### src/hdl/mm_pkg.sv
// constants shared by the memory-map control device end and the cpu end
// assumes 16-bit code and data addresses and 8-bit registers
package mm_pkg;
    // register addresses
    localparam logic [15:0] CFG_ADDR        = 16'h0FDE;
    localparam logic [15:0] KEY_ADDR        = 16'h0FDF;
    localparam logic [15:0] FLASH_CTRL_ADDR = 16'h0FD0;
    localparam logic [15:0] FLASH_KEY_ADDR  = 16'h0FD1;
    localparam logic [15:0] FLASH_RB_ADDR   = 16'h0FD2;
    // commit key codes
    localparam logic [7:0]  KEY_MAP         = 8'hD4;
    localparam logic [7:0]  KEY_FCLR        = 8'h71;
    localparam logic [7:0]  KEY_RSTOFF      = 8'hB2;
    localparam logic [7:0]  KEY_FLASH       = 8'hD5;
    // field positions and reset values
    localparam int          BIT_RSTOFF      = 0;
    localparam int          BIT_RAM         = 1;
    localparam int          BIT_VEC         = 2;
    localparam int          BIT_BOOT        = 4;
    localparam logic [2:0]  CFG_RESET       = 3'h0;
    localparam logic [7:0]  FLASH_RESET     = 8'h40;
    // address windows
    localparam logic [15:0] RAM_LO          = 16'h0040;
    localparam logic [15:0] RAM_HI          = 16'h0C3F;
    localparam logic [15:0] BOOT_LO         = 16'h1000;
    localparam logic [15:0] BOOT_HI         = 16'h17FF;
    localparam logic [15:0] BOOT_SERIAL_HI  = 16'h1FFF;
    localparam logic [15:0] FLASH_LO        = 16'h1000;
    localparam logic [15:0] SFR1_LO         = 16'h0000;
    localparam logic [15:0] SFR1_HI         = 16'h003F;
    localparam logic [15:0] SFR2_LO         = 16'h0F00;
    localparam logic [15:0] SFR2_HI         = 16'h0FFF;
    localparam logic [15:0] SFR3_LO         = 16'h0E40;
    localparam logic [15:0] SFR3_HI         = 16'h0EFF;
    // vector table bases, two bytes per entry
    localparam logic [15:0] VCALL_STD       = 16'hFFA0;
    localparam logic [15:0] VIRQ_STD        = 16'hFFC8;
    localparam logic [15:0] VCALL_REL       = 16'h01A0;
    localparam logic [15:0] VIRQ_REL        = 16'h01C8;
    localparam logic [4:0]  RESET_VEC_IDX   = 5'h1B;

    typedef enum logic [2:0] {
        TGT_NONE  = 3'h0,
        TGT_RAM   = 3'h1,
        TGT_FLASH = 3'h2,
        TGT_BOOT  = 3'h3,
        TGT_TRAP  = 3'h4,
        TGT_SFR   = 3'h5
    } target_type;

    typedef enum logic [2:0] {
        ST_IDLE = 3'h1,
        ST_CFG  = 3'h2,
        ST_KEY  = 3'h4
    } helper_state_type;
endpackage : mm_pkg

### src/hdl/map_link_if.sv
// link between the cpu end and the memory-map control device end
// assumes both ends run on one clock; register reads answer one cycle later
interface map_link_if;
    logic [15:0]         reg_addr;
    logic [7:0]          reg_wdata;
    logic                reg_wr;
    logic                reg_rd;
    logic [7:0]          reg_rdata;
    logic [15:0]         code_addr;
    logic [15:0]         data_addr;
    logic                vec_is_irq;
    logic [4:0]          vec_index;
    mm_pkg::target_type  code_target;
    mm_pkg::target_type  data_target;
    logic [15:0]         vec_addr;

    modport dev (
        input  reg_addr, reg_wdata, reg_wr, reg_rd, code_addr, data_addr,
        input  vec_is_irq, vec_index,
        output reg_rdata, code_target, data_target, vec_addr
    );
    modport cpu (
        output reg_addr, reg_wdata, reg_wr, reg_rd, code_addr, data_addr,
        output vec_is_irq, vec_index,
        input  reg_rdata, code_target, data_target, vec_addr
    );
endinterface : map_link_if

### src/hdl/memory_map_commit_control.sv
// memory-map control registers with key-code commit, and address steering
// assumes the cpu end drives one register strobe per cycle at most

// Operation
// - committed ram bit maps code ram window
// - vectors at top of code space normally
// - relocated vectors sit at 0x01A0 and 0x01C8
// - ram bit inert until map key written
// - commit register decodes keys, others ignored
// - software writes commit register plainly only
// - reset-disable key needs normal mode, fc/4; not checked, key commits in any mode
// - flag-clear key needs normal mode, fc/4; not checked, key commits in any mode
// - config upper bits zero, all reset zero
// - commit address reads status of committed bits
// - status shows committed vector, ram and reset-disable
// - vectors into ram need both bits set
// - ram loader never clears vector relocation
// - boot rom unmapped after reset
// - committed boot bit maps boot rom window
// - only 2 Kbytes of boot rom outside serial
// - unmapped boot range fetches flash or opcode
// - serial mode forces ram into code space
// - data space ram always mapped
// - flash control double buffered, active copy readable
module memory_map_commit_control #(
    parameter logic [15:0] FLASH_LOW     = mm_pkg::FLASH_LO,
    parameter logic [15:0] BOOT_WIDE_HI  = mm_pkg::BOOT_SERIAL_HI
) (
    input  wire logic  clock_in,
    input  wire logic  sys_rst_in,
    map_link_if.dev    link,
    input  wire logic  serial_prog_mode_in,
    input  wire logic  reset_flag_clear_in,
    output logic       ram_in_code_active_out,
    output logic       vector_relocate_active_out,
    output logic       reset_disable_out,
    output logic       reset_flag_clear_out,
    output logic       boot_rom_map_out
);
    logic [2:0]          cfg_pending;
    logic                ram_in_code_active;
    logic                vector_relocate_active;
    logic                reset_disable;
    logic                reset_flag_clear;
    logic [7:0]          flash_map_control;
    logic [7:0]          flash_map_active_readback;

    logic                wr_cfg;
    logic                wr_key;
    logic                wr_fctl;
    logic                wr_fkey;
    logic                commit_map;
    logic                commit_fclr;
    logic                commit_rstoff;
    logic                commit_flash;
    logic                rd_cfg;
    logic                rd_status;
    logic                rd_fctl;
    logic                rd_frb;
    logic [7:0]          status;
    logic [7:0]          next_rdata;

    logic                ram_code_on;
    logic                boot_on;
    logic [15:0]         boot_hi;
    logic                code_ram_hit;
    logic                code_boot_hit;
    logic                data_ram_hit;
    logic                data_boot_hit;
    logic                sfr1_hit;
    logic                sfr2_hit;
    logic                sfr3_hit;
    mm_pkg::target_type  next_code_target;
    mm_pkg::target_type  next_data_target;
    logic [15:0]         vec_base;
    logic [15:0]         next_vec_addr;

    // register decode
    assign wr_cfg  = link.reg_wr && (link.reg_addr == mm_pkg::CFG_ADDR);
    assign wr_key  = link.reg_wr && (link.reg_addr == mm_pkg::KEY_ADDR);
    assign wr_fctl = link.reg_wr && (link.reg_addr == mm_pkg::FLASH_CTRL_ADDR);
    assign wr_fkey = link.reg_wr && (link.reg_addr == mm_pkg::FLASH_KEY_ADDR);
    assign rd_cfg    = link.reg_rd && (link.reg_addr == mm_pkg::CFG_ADDR);
    assign rd_status = link.reg_rd && (link.reg_addr == mm_pkg::KEY_ADDR);
    assign rd_fctl   = link.reg_rd && (link.reg_addr == mm_pkg::FLASH_CTRL_ADDR);
    assign rd_frb    = link.reg_rd && (link.reg_addr == mm_pkg::FLASH_RB_ADDR);

    // key decode; other codes ignored
    assign commit_map    = wr_key && (link.reg_wdata == mm_pkg::KEY_MAP);
    assign commit_fclr   = wr_key && (link.reg_wdata == mm_pkg::KEY_FCLR);
    // no mode or gear check here: timing of these two is software's duty
    assign commit_rstoff = wr_key && (link.reg_wdata == mm_pkg::KEY_RSTOFF);
    assign commit_flash  = wr_fkey && (link.reg_wdata == mm_pkg::KEY_FLASH);

    // pending and committed copies
    always_ff @(posedge clock_in) begin
        if (sys_rst_in) begin
            cfg_pending               <= mm_pkg::CFG_RESET;
            ram_in_code_active        <= 1'b0;
            vector_relocate_active    <= 1'b0;
            reset_disable             <= 1'b0;
            reset_flag_clear          <= 1'b0;
            flash_map_control         <= mm_pkg::FLASH_RESET;
            flash_map_active_readback <= mm_pkg::FLASH_RESET;
        end else begin
            if (wr_cfg) begin
                cfg_pending <= link.reg_wdata[2:0];
            end
            if (commit_map) begin
                ram_in_code_active     <= cfg_pending[mm_pkg::BIT_RAM];
                vector_relocate_active <= cfg_pending[mm_pkg::BIT_VEC];
            end
            if (commit_rstoff) begin
                reset_disable <= cfg_pending[mm_pkg::BIT_RSTOFF];
            end
            if (commit_fclr) begin
                reset_flag_clear <= reset_flag_clear_in;
            end
            if (wr_fctl) begin
                flash_map_control <= link.reg_wdata;
            end
            if (commit_flash) begin
                flash_map_active_readback <= flash_map_control;
            end
        end
    end

    // status shows committed bits only, upper bits zero
    assign status = {5'h00, vector_relocate_active, ram_in_code_active,
                     reset_disable};

    // commit address reads back status
    assign next_rdata = rd_cfg    ? {5'h00, cfg_pending} :
                        rd_status ? status :
                        rd_fctl   ? flash_map_control :
                        rd_frb    ? flash_map_active_readback :
                        8'h00;

    always_ff @(posedge clock_in) begin
        if (sys_rst_in) begin
            link.reg_rdata <= 8'h00;
        end else begin
            link.reg_rdata <= next_rdata;
        end
    end

    // map state from committed copies and serial mode only
    assign ram_code_on = ram_in_code_active || serial_prog_mode_in;
    assign boot_on = flash_map_active_readback[mm_pkg::BIT_BOOT];
    assign boot_hi = serial_prog_mode_in ? BOOT_WIDE_HI : mm_pkg::BOOT_HI;

    addr_range_match #(.W(16)) u_code_ram (
        .addr_in (link.code_addr),
        .lo_in   (mm_pkg::RAM_LO),
        .hi_in   (mm_pkg::RAM_HI),
        .hit_out (code_ram_hit)
    );
    addr_range_match #(.W(16)) u_code_boot (
        .addr_in (link.code_addr),
        .lo_in   (mm_pkg::BOOT_LO),
        .hi_in   (boot_hi),
        .hit_out (code_boot_hit)
    );
    addr_range_match #(.W(16)) u_data_ram (
        .addr_in (link.data_addr),
        .lo_in   (mm_pkg::RAM_LO),
        .hi_in   (mm_pkg::RAM_HI),
        .hit_out (data_ram_hit)
    );
    addr_range_match #(.W(16)) u_data_boot (
        .addr_in (link.data_addr),
        .lo_in   (mm_pkg::BOOT_LO),
        .hi_in   (boot_hi),
        .hit_out (data_boot_hit)
    );
    addr_range_match #(.W(16)) u_sfr1 (
        .addr_in (link.data_addr),
        .lo_in   (mm_pkg::SFR1_LO),
        .hi_in   (mm_pkg::SFR1_HI),
        .hit_out (sfr1_hit)
    );
    addr_range_match #(.W(16)) u_sfr2 (
        .addr_in (link.data_addr),
        .lo_in   (mm_pkg::SFR2_LO),
        .hi_in   (mm_pkg::SFR2_HI),
        .hit_out (sfr2_hit)
    );
    addr_range_match #(.W(16)) u_sfr3 (
        .addr_in (link.data_addr),
        .lo_in   (mm_pkg::SFR3_LO),
        .hi_in   (mm_pkg::SFR3_HI),
        .hit_out (sfr3_hit)
    );

    // unmapped code ram window and absent low flash both trap
    assign next_code_target =
        code_ram_hit  ? (ram_code_on ? mm_pkg::TGT_RAM : mm_pkg::TGT_TRAP) :
        (code_boot_hit && boot_on) ? mm_pkg::TGT_BOOT :
        (link.code_addr >= FLASH_LOW) ? mm_pkg::TGT_FLASH :
        (link.code_addr >= mm_pkg::BOOT_LO) ? mm_pkg::TGT_TRAP :
        mm_pkg::TGT_NONE;

    // data space: sfr first, ram always present
    assign next_data_target =
        (sfr1_hit || sfr2_hit || sfr3_hit) ? mm_pkg::TGT_SFR :
        data_ram_hit ? mm_pkg::TGT_RAM :
        (data_boot_hit && boot_on) ? mm_pkg::TGT_BOOT :
        (link.data_addr >= FLASH_LOW) ? mm_pkg::TGT_FLASH :
        mm_pkg::TGT_NONE;

    // reset vector never moves, even when the tables are relocated
    assign vec_base = !link.vec_is_irq ?
                          (vector_relocate_active ? mm_pkg::VCALL_REL
                                                  : mm_pkg::VCALL_STD) :
                      (link.vec_index == mm_pkg::RESET_VEC_IDX) ? mm_pkg::VIRQ_STD :
                      (vector_relocate_active ? mm_pkg::VIRQ_REL
                                              : mm_pkg::VIRQ_STD);
    assign next_vec_addr = vec_base + {10'h000,
                           link.vec_is_irq ? link.vec_index : {1'b0, link.vec_index[3:0]},
                           1'b0};

    always_ff @(posedge clock_in) begin
        if (sys_rst_in) begin
            link.code_target <= mm_pkg::TGT_NONE;
            link.data_target <= mm_pkg::TGT_NONE;
            link.vec_addr    <= 16'h0000;
        end else begin
            link.code_target <= next_code_target;
            link.data_target <= next_data_target;
            link.vec_addr    <= next_vec_addr;
        end
    end

    assign ram_in_code_active_out     = ram_in_code_active;
    assign vector_relocate_active_out = vector_relocate_active;
    assign reset_disable_out          = reset_disable;
    assign reset_flag_clear_out       = reset_flag_clear;
    assign boot_rom_map_out           = boot_on;
endmodule : memory_map_commit_control

### src/hdl/addr_range_match.sv
// inclusive address window compare
// assumes lo is not above hi
module addr_range_match #(
    parameter int W = 16
) (
    input  wire logic [W-1:0] addr_in,
    input  wire logic [W-1:0] lo_in,
    input  wire logic [W-1:0] hi_in,
    output logic              hit_out
);
    assign hit_out = (addr_in >= lo_in) && (addr_in <= hi_in);
endmodule : addr_range_match

### src/flat_wrapper.sv
// flat-port wrapper written by rule: the top's interface ports become plain ports
module memory_map_commit_control_flat 
#(
    parameter logic [15:0] FLASH_LOW     = mm_pkg::FLASH_LO,
    parameter logic [15:0] BOOT_WIDE_HI  = mm_pkg::BOOT_SERIAL_HI
)
  (clock_in, sys_rst_in, serial_prog_mode_in, reset_flag_clear_in, ram_in_code_active_out, vector_relocate_active_out, reset_disable_out, reset_flag_clear_out, boot_rom_map_out, link_reg_addr, link_reg_wdata, link_reg_wr, link_reg_rd, link_code_addr, link_data_addr, link_vec_is_irq, link_vec_index, link_reg_rdata, link_code_target, link_data_target, link_vec_addr);
  map_link_if link_i ();
  input  wire logic clock_in;
  input  wire logic sys_rst_in;
  input  wire logic serial_prog_mode_in;
  input  wire logic reset_flag_clear_in;
  output logic ram_in_code_active_out;
  output logic vector_relocate_active_out;
  output logic reset_disable_out;
  output logic reset_flag_clear_out;
  output logic boot_rom_map_out;
  input wire logic [$bits(link_i.reg_addr)-1:0] link_reg_addr;
  input wire logic [$bits(link_i.reg_wdata)-1:0] link_reg_wdata;
  input wire logic [$bits(link_i.reg_wr)-1:0] link_reg_wr;
  input wire logic [$bits(link_i.reg_rd)-1:0] link_reg_rd;
  input wire logic [$bits(link_i.code_addr)-1:0] link_code_addr;
  input wire logic [$bits(link_i.data_addr)-1:0] link_data_addr;
  input wire logic [$bits(link_i.vec_is_irq)-1:0] link_vec_is_irq;
  input wire logic [$bits(link_i.vec_index)-1:0] link_vec_index;
  output wire logic [$bits(link_i.reg_rdata)-1:0] link_reg_rdata;
  output wire logic [$bits(link_i.code_target)-1:0] link_code_target;
  output wire logic [$bits(link_i.data_target)-1:0] link_data_target;
  output wire logic [$bits(link_i.vec_addr)-1:0] link_vec_addr;
  assign link_i.reg_addr = link_reg_addr;
  assign link_i.reg_wdata = link_reg_wdata;
  assign link_i.reg_wr = link_reg_wr;
  assign link_i.reg_rd = link_reg_rd;
  assign link_i.code_addr = link_code_addr;
  assign link_i.data_addr = link_data_addr;
  assign link_i.vec_is_irq = link_vec_is_irq;
  assign link_i.vec_index = link_vec_index;
  assign link_reg_rdata = link_i.reg_rdata;
  assign link_code_target = link_i.code_target;
  assign link_data_target = link_i.data_target;
  assign link_vec_addr = link_i.vec_addr;
  memory_map_commit_control #(.FLASH_LOW(FLASH_LOW), .BOOT_WIDE_HI(BOOT_WIDE_HI)) u_core (.clock_in(clock_in), .sys_rst_in(sys_rst_in), .link(link_i), .serial_prog_mode_in(serial_prog_mode_in), .reset_flag_clear_in(reset_flag_clear_in), .ram_in_code_active_out(ram_in_code_active_out), .vector_relocate_active_out(vector_relocate_active_out), .reset_disable_out(reset_disable_out), .reset_flag_clear_out(reset_flag_clear_out), .boot_rom_map_out(boot_rom_map_out));
endmodule
### config.mk
export PLATFORM = sky130hd
export DESIGN_NAME = memory_map_commit_control_flat
export DESIGN_NICKNAME = d
export VERILOG_FILES = /design/src/hdl/mm_pkg.sv /design/src/hdl/map_link_if.sv /design/src/hdl/memory_map_commit_control.sv /design/src/hdl/addr_range_match.sv /design/src/flat_wrapper.sv
export SDC_FILE = /design/constraint.sdc
export NUM_CORES = 1
export LEC_CHECK = 0
export BUFFER_PORTS_ARGS = -buffer_cell sky130_fd_sc_hd__clkbuf_2
export CORE_MARGIN = 3
export CORE_UTILIZATION = 47
export DETAILED_ROUTE_END_ITERATION = 7
export PLACE_DENSITY = 0.87
export SYNTH_ARGS = -nofsm -noshare
export SYNTH_HDL_FRONTEND = slang
export SYNTH_SLANG_ARGS = --single-unit
### constraint.sdc
create_clock -name clock_in -period 2.2 [get_ports clock_in]
set_clock_uncertainty 0.05 [all_clocks]
set_input_delay 0.66 -clock clock_in [delete_from_list [all_inputs] [get_ports clock_in]]
set_output_delay 0.66 -clock clock_in [all_outputs]
set_load 0.1 [all_outputs]
Yosys cells after proc, flatten, opt, wreduce, memory -nomap -nowiden
Index checks and enable logic that the tools add are counted.

word-level totals
  register bits = 53
  input port bits = 68
  output and inout port bits = 35
  word-level logic and storage cells = 82

cells by class
  add/sub/neg operators = 1
  $lt $le $gt $ge = 14
  equality and inequality tests = 10
  mux-type cells = 18
  reductions and logical operators = 26

operators with widths
  operator              count
  $eq 16x12->1 const B  5
  $le 16x12->1 const B  4
  $mux 16               4
  $ge 16x12->1 const B  2
  $ge 16x13->1 const B  2
  $ge 16x7->1 const B   2
  $le 16x16->1          2
  $eq 8x8->1 const B    3
  $mux 3                8
  $logic_and 1x1->1     21
  $add 16x6->16         1
  $ge 16x1->1 const B   1
  $le 16x6->1 const B   1
  $mux 8                2
  $mux 12               1
  $eq 8x7->1 const B    1
  $reduce_or 3->1       2
  $eq 5x5->1 const B    1
  $mux 5                1
  $mux 2                2
  $logic_or 1x1->1      3

Logic depth before layout (Yosys ltp)
  depth after elaboration = 7
  depth in mapped cells = 6

Cells and area by module
Synthesis repeated with hierarchy kept, for this count alone.

second synthesis, totals
  cell total of the unflattened synthesis = 997
  area total of the unflattened synthesis = 7744.9 µm²

modules (own cells, without submodules)
  module                                      instances  cells each  area an instance (µm²)  sequential area each (µm²)
  addr_range_match at u_core.u_code_boot ...  6          110         807.0                   0.0
  memory_map_commit_control                   1          228         2095.8                  1001.0
  addr_range_match at u_core.u_sfr1           1          109         807.0                   0.0

Least setup slack after synthesis
Ideal clock, no wire load.

  path type = reg2out
  from = register u_core.link.vec_addr[14]
  to = output link_vec_addr[14]
  arrival time = 1356 ps
  required time = 1490 ps
  setup slack = 134 ps
  cell stages (with the launch flop) = 2
  buffers on the path = 1
  cell sequence = dfxtp_1 > buf_4

RTL lines
  element                   RTL line                          source
  start: declaration        map_link_if.sv:20                 output reg_rdata, code_target, data_target, vec_addr
  start signal: assignment  memory_map_commit_control.sv:230  link.vec_addr <= next_vec_addr;
  end: declaration          flat_wrapper.sv:29                output wire logic [$bits(link_i.vec_addr)-1:0] link_vec_addr;

No word-level cell between the ends.

Worst setup path in the final report
  from = register u_core.ram_in_code_active, in the netlist u_core.ram_in_code_active_out
  to = output ram_in_code_active_out

RTL lines
  element                   RTL line                          source
  start: declaration        memory_map_commit_control.sv:41   logic ram_in_code_active;
  start signal: assignment  memory_map_commit_control.sv:110  ram_in_code_active <= cfg_pending[mm_pkg::BIT_RAM];
  end: declaration          flat_wrapper.sv:13                output logic ram_in_code_active_out;

No word-level cell between the ends.

==> impl_metrics.env <==
export IMPL_ff2ff_path_depth=3
export IMPL_rows=24
export IMPL_setup_slack_ps=249
export IMPL_status="complete, no violations"
export IMPL_die_w_um=76.3
export IMPL_drv_slew=0
export IMPL_final_hold_viol_count=0
export IMPL_synth_area_per_cell_sq_um=9.05
export IMPL_rrSetupSlack_ps=1080
export IMPL_antenna_found_initial=0
export IMPL_cp_data_arrival_time_ps=1240
export IMPL_cp_required_ps=1490
export IMPL_worstMarginPinSlew_ps=556
export IMPL_initial_core_util=0.509
export IMPL_grt_pass1_vias=2253
export IMPL_clock_sinks=50
export IMPL_pre_cts_ws_ps=143
export IMPL_seq_area_sq_mm=0.00100
export IMPL_max_cap_violations=0
export IMPL_cpMaxStageDelayCell="clkbuf_2"
export IMPL_synth_seq_area_share=0.431
export IMPL_synth_cells=257
export IMPL_startpoint_type="flop"
export IMPL_dr_pass1_iters=4
export IMPL_grt_usage=0.206
export IMPL_gp_congestion=0.929
export IMPL_fillerInstances=402
export IMPL_ant_nets=0
export IMPL_diodes=0
export IMPL_hp_class="reg -> reg"
export IMPL_ir_drop_v=0.000389
export IMPL_cp_top_family="buffers and inverters"
export IMPL_port_buffers=101
export IMPL_setup_tns_final_ps=0
export IMPL_ys_async_sr_fraction=0
export IMPL_die_area_sq_mm=0.00583
export IMPL_drive_gt1_frac=0.350
export IMPL_fin_crit_ps=1950
export IMPL_yosys_warnings=0
export IMPL_io_pins=103
export IMPL_worstPathMaxFanout=5
export IMPL_synth_edf_count=0
export IMPL_clkTransAtPathRegs_ps=90
export IMPL_path_buf_inv=1
export IMPL_tritoncts="done"
export IMPL_wl_per_cell_um=14.2
export IMPL_p_leak_nw=1.31
export IMPL_min_period_over_period=0.887
export IMPL_multi_input_area_sq_mm=0.00125
export IMPL_synthTopCellsByCount="dfxtp_1 (50), nand2_1 (23), nand3_1 (17), nor2_1 (17)"
export IMPL_cts_buffers=5
export IMPL_hold_path_depth=2
export IMPL_fmax_mhz=513
export IMPL_yosys_cell_count_top_type="dfxtp_1"
export IMPL_synth_top_area_share=0.431
export IMPL_drt_initial_drc_count=96
export IMPL_path_cells="clkbuf_2"
export IMPL_fin_util=0.660
export IMPL_end_kind="output pin"
export IMPL_whs_endpoint="u_core.flash_map_active_readback[3]"
export IMPL_synthToLayoutAreaGrowth_pct=29.7
export IMPL_placeableCoreArea_sq_mm=0.00456
export IMPL_htreeDepth=2
export IMPL_nNetsFinal=432
export IMPL_synth_distinct_cells=50
export IMPL_crit_type="reg -> out"
export IMPL_synth_seq_cells=50
export IMPL_clk_path_buf_depth=2
export IMPL_overflow=0
export IMPL_routed_via_count=2342
export IMPL_hpwl_um=5040
export IMPL_cts_resized=0
export IMPL_yosys_area_top_type="dfxtp_1"
export IMPL_finalSetupViolations=0
export IMPL_p_per_area_mw_per_mm2=645
export IMPL_cts_hold_buf=0
export IMPL_routed_wl_um=6060
export IMPL_grt_max_degree=18
export IMPL_reg2reg_from="u_core.flash_map_control[2]"
export IMPL_ys_flop_type="dfxtp_1"
export IMPL_clock_latency_ps=310
export IMPL_slew_headroom=0.631
export IMPL_hp_start="u_core.flash_map_active_readback[3]"
export IMPL_synthesis_nets=330
export IMPL_grt_pass1_wl_um=9960
export IMPL_synthTopCellsByArea="dfxtp_1 (43%), mux2i_1 (6.9%), nand4_1 (4.3%), nand2_1 (3.7%), nand3_1 (3.7%)"
export IMPL_vias_per_cell=5.51
export IMPL_post_cts_buffers=0
export IMPL_drcViolationCount=0
export IMPL_fin_hold_ws_ps=431
export IMPL_rsz0062_at_grt="false"
export IMPL_max_stage_delay_ps=500
export IMPL_synth_area_sq_mm=0.00232
export IMPL_dieHeight_um=76.3
export IMPL_r2r_end="u_core.link.reg_rdata[2]"
export IMPL_root_buffer="clkbuf_8"
==> per-stage QoR <==
stage                     std cells  area (sq um)  total power [mW]
after floorplan                 257          2320              1.19
after CTS                       425          3010              1.96
after detailed placement        417          2900              1.31
after global routing            425          3010              2.02
after global placement          417          2900              1.30
final                           425          3010              1.94
==> power by group <==
part / switching (mW) / internal, mW / leakage (nW) / total [mW]
logic: 0.263 / 0.100 / 0.845 / 0.363
clock network: 0.310 / 0.345 / 0.0587 / 0.654
registers: 0.00506 / 0.922 / 0.408 / 0.928
total: 0.578 / 1.37 / 1.31 / 1.94
==> worst min-delay path: cells and delay by family, from the launching register on <==
family | cells | cell delay, ps
AO/OA/AOI/OAI | 2 | 130
flip-flops | 1 | 320
==> per-layer routing <==
| layer | up-vias | GRT usage | part of all wire |
|---|---|---|---|
| met1 | 1071 | 0.253 | 0.41 |
| met2 | 109 | 0.350 | 0.49 |
| met5 | - | 0 | 0 |
| met4 | 0 | 0.0652 | 0.0073 |
| li1 | 1157 | - | - |
| met3 | 5 | 0.0567 | 0.093 |
==> cell type report <==
type | instances | area share
flip-flops and latches | 50 | 0.332
multi-input cells | 191 | 0.413
clock inverters | 3 | 0.0158
inverters | 3 | 0.00374
repair buffers | 108 | 0.185
well taps | 65 | 0.0270
clock buffers | 5 | 0.0228
==> worst max-delay path by stage <==
stage | from | endpoint | slack [ps] | depth (start not counted)
4_1_cts | u_core.ram_in_code_active_out | ram_in_code_active_out | 230 | 1
6_report | u_core.ram_in_code_active_out | ram_in_code_active_out | 250 | 1
3_5_place_dp | link_reg_addr[13] | u_core.link.reg_rdata[0] | 140 | 5
2_1_floorplan | u_core.link.vec_addr[14] | link_vec_addr[14] | 130 | 1
5_1_grt | u_core.ram_in_code_active_out | ram_in_code_active_out | 200 | 1
3_3_place_gp | link_reg_addr[13] | u_core.link.reg_rdata[0] | 200 | 5
==> logic make-up (layout without fill, tap and decap cells) <==
kind of cell             after synthesis  in the layout  synth area share
AO/OA/AOI/OAI                         41             41             0.109
XOR/XNOR                               2              2           0.00754
adder cells (fa/ha/maj)                5              5            0.0269
buffers and inverters                 16            119            0.0334
flip-flops                            50             50             0.431
multiplexers                          16             16            0.0689
other                                  1              1           0.00161
AND/OR/NAND/NOR                      126            126             0.322
==> layout by cell type (no fill, tap or decap), types with 2 or more instances in the layout <==
cell	count
clkbuf_2	101
dfxtp_1	50
nand2_1	23
nand3_1	17
nor2_1	17
nand4_1	16
mux2i_1	16
a21oi_1	15
o21ai_0	12
nor2b_1	9
nor4_1	7
buf_4	7
nor3_1	6
ha_1	5
clkbuf_8	5
nand4b_1	4
inv_1	3
or4_1	3
and4_1	3
and2_1	3
or3_1	2
xnor2_1	2
a211oi_1	2
and4b_1	2
a41oi_1	2
nand2b_1	2
and3_1	2
==> flip-flops by register name, summed over array words and instances, names as in the netlist <==
name	flops
u_core.reset_disable_out	1
u_core.ram_in_code_active_out	1
u_core.link.vec_addr	13
u_core.link.code_target	3
u_core.link.data_target	3
u_core.cfg_pending	3
u_core.link.reg_rdata	8
u_core.flash_map_active_readback	8
u_core.reset_flag_clear_out	1
u_core.vector_relocate_active_out	1
u_core.flash_map_control	8
Power figures use the tool's default switching activity.
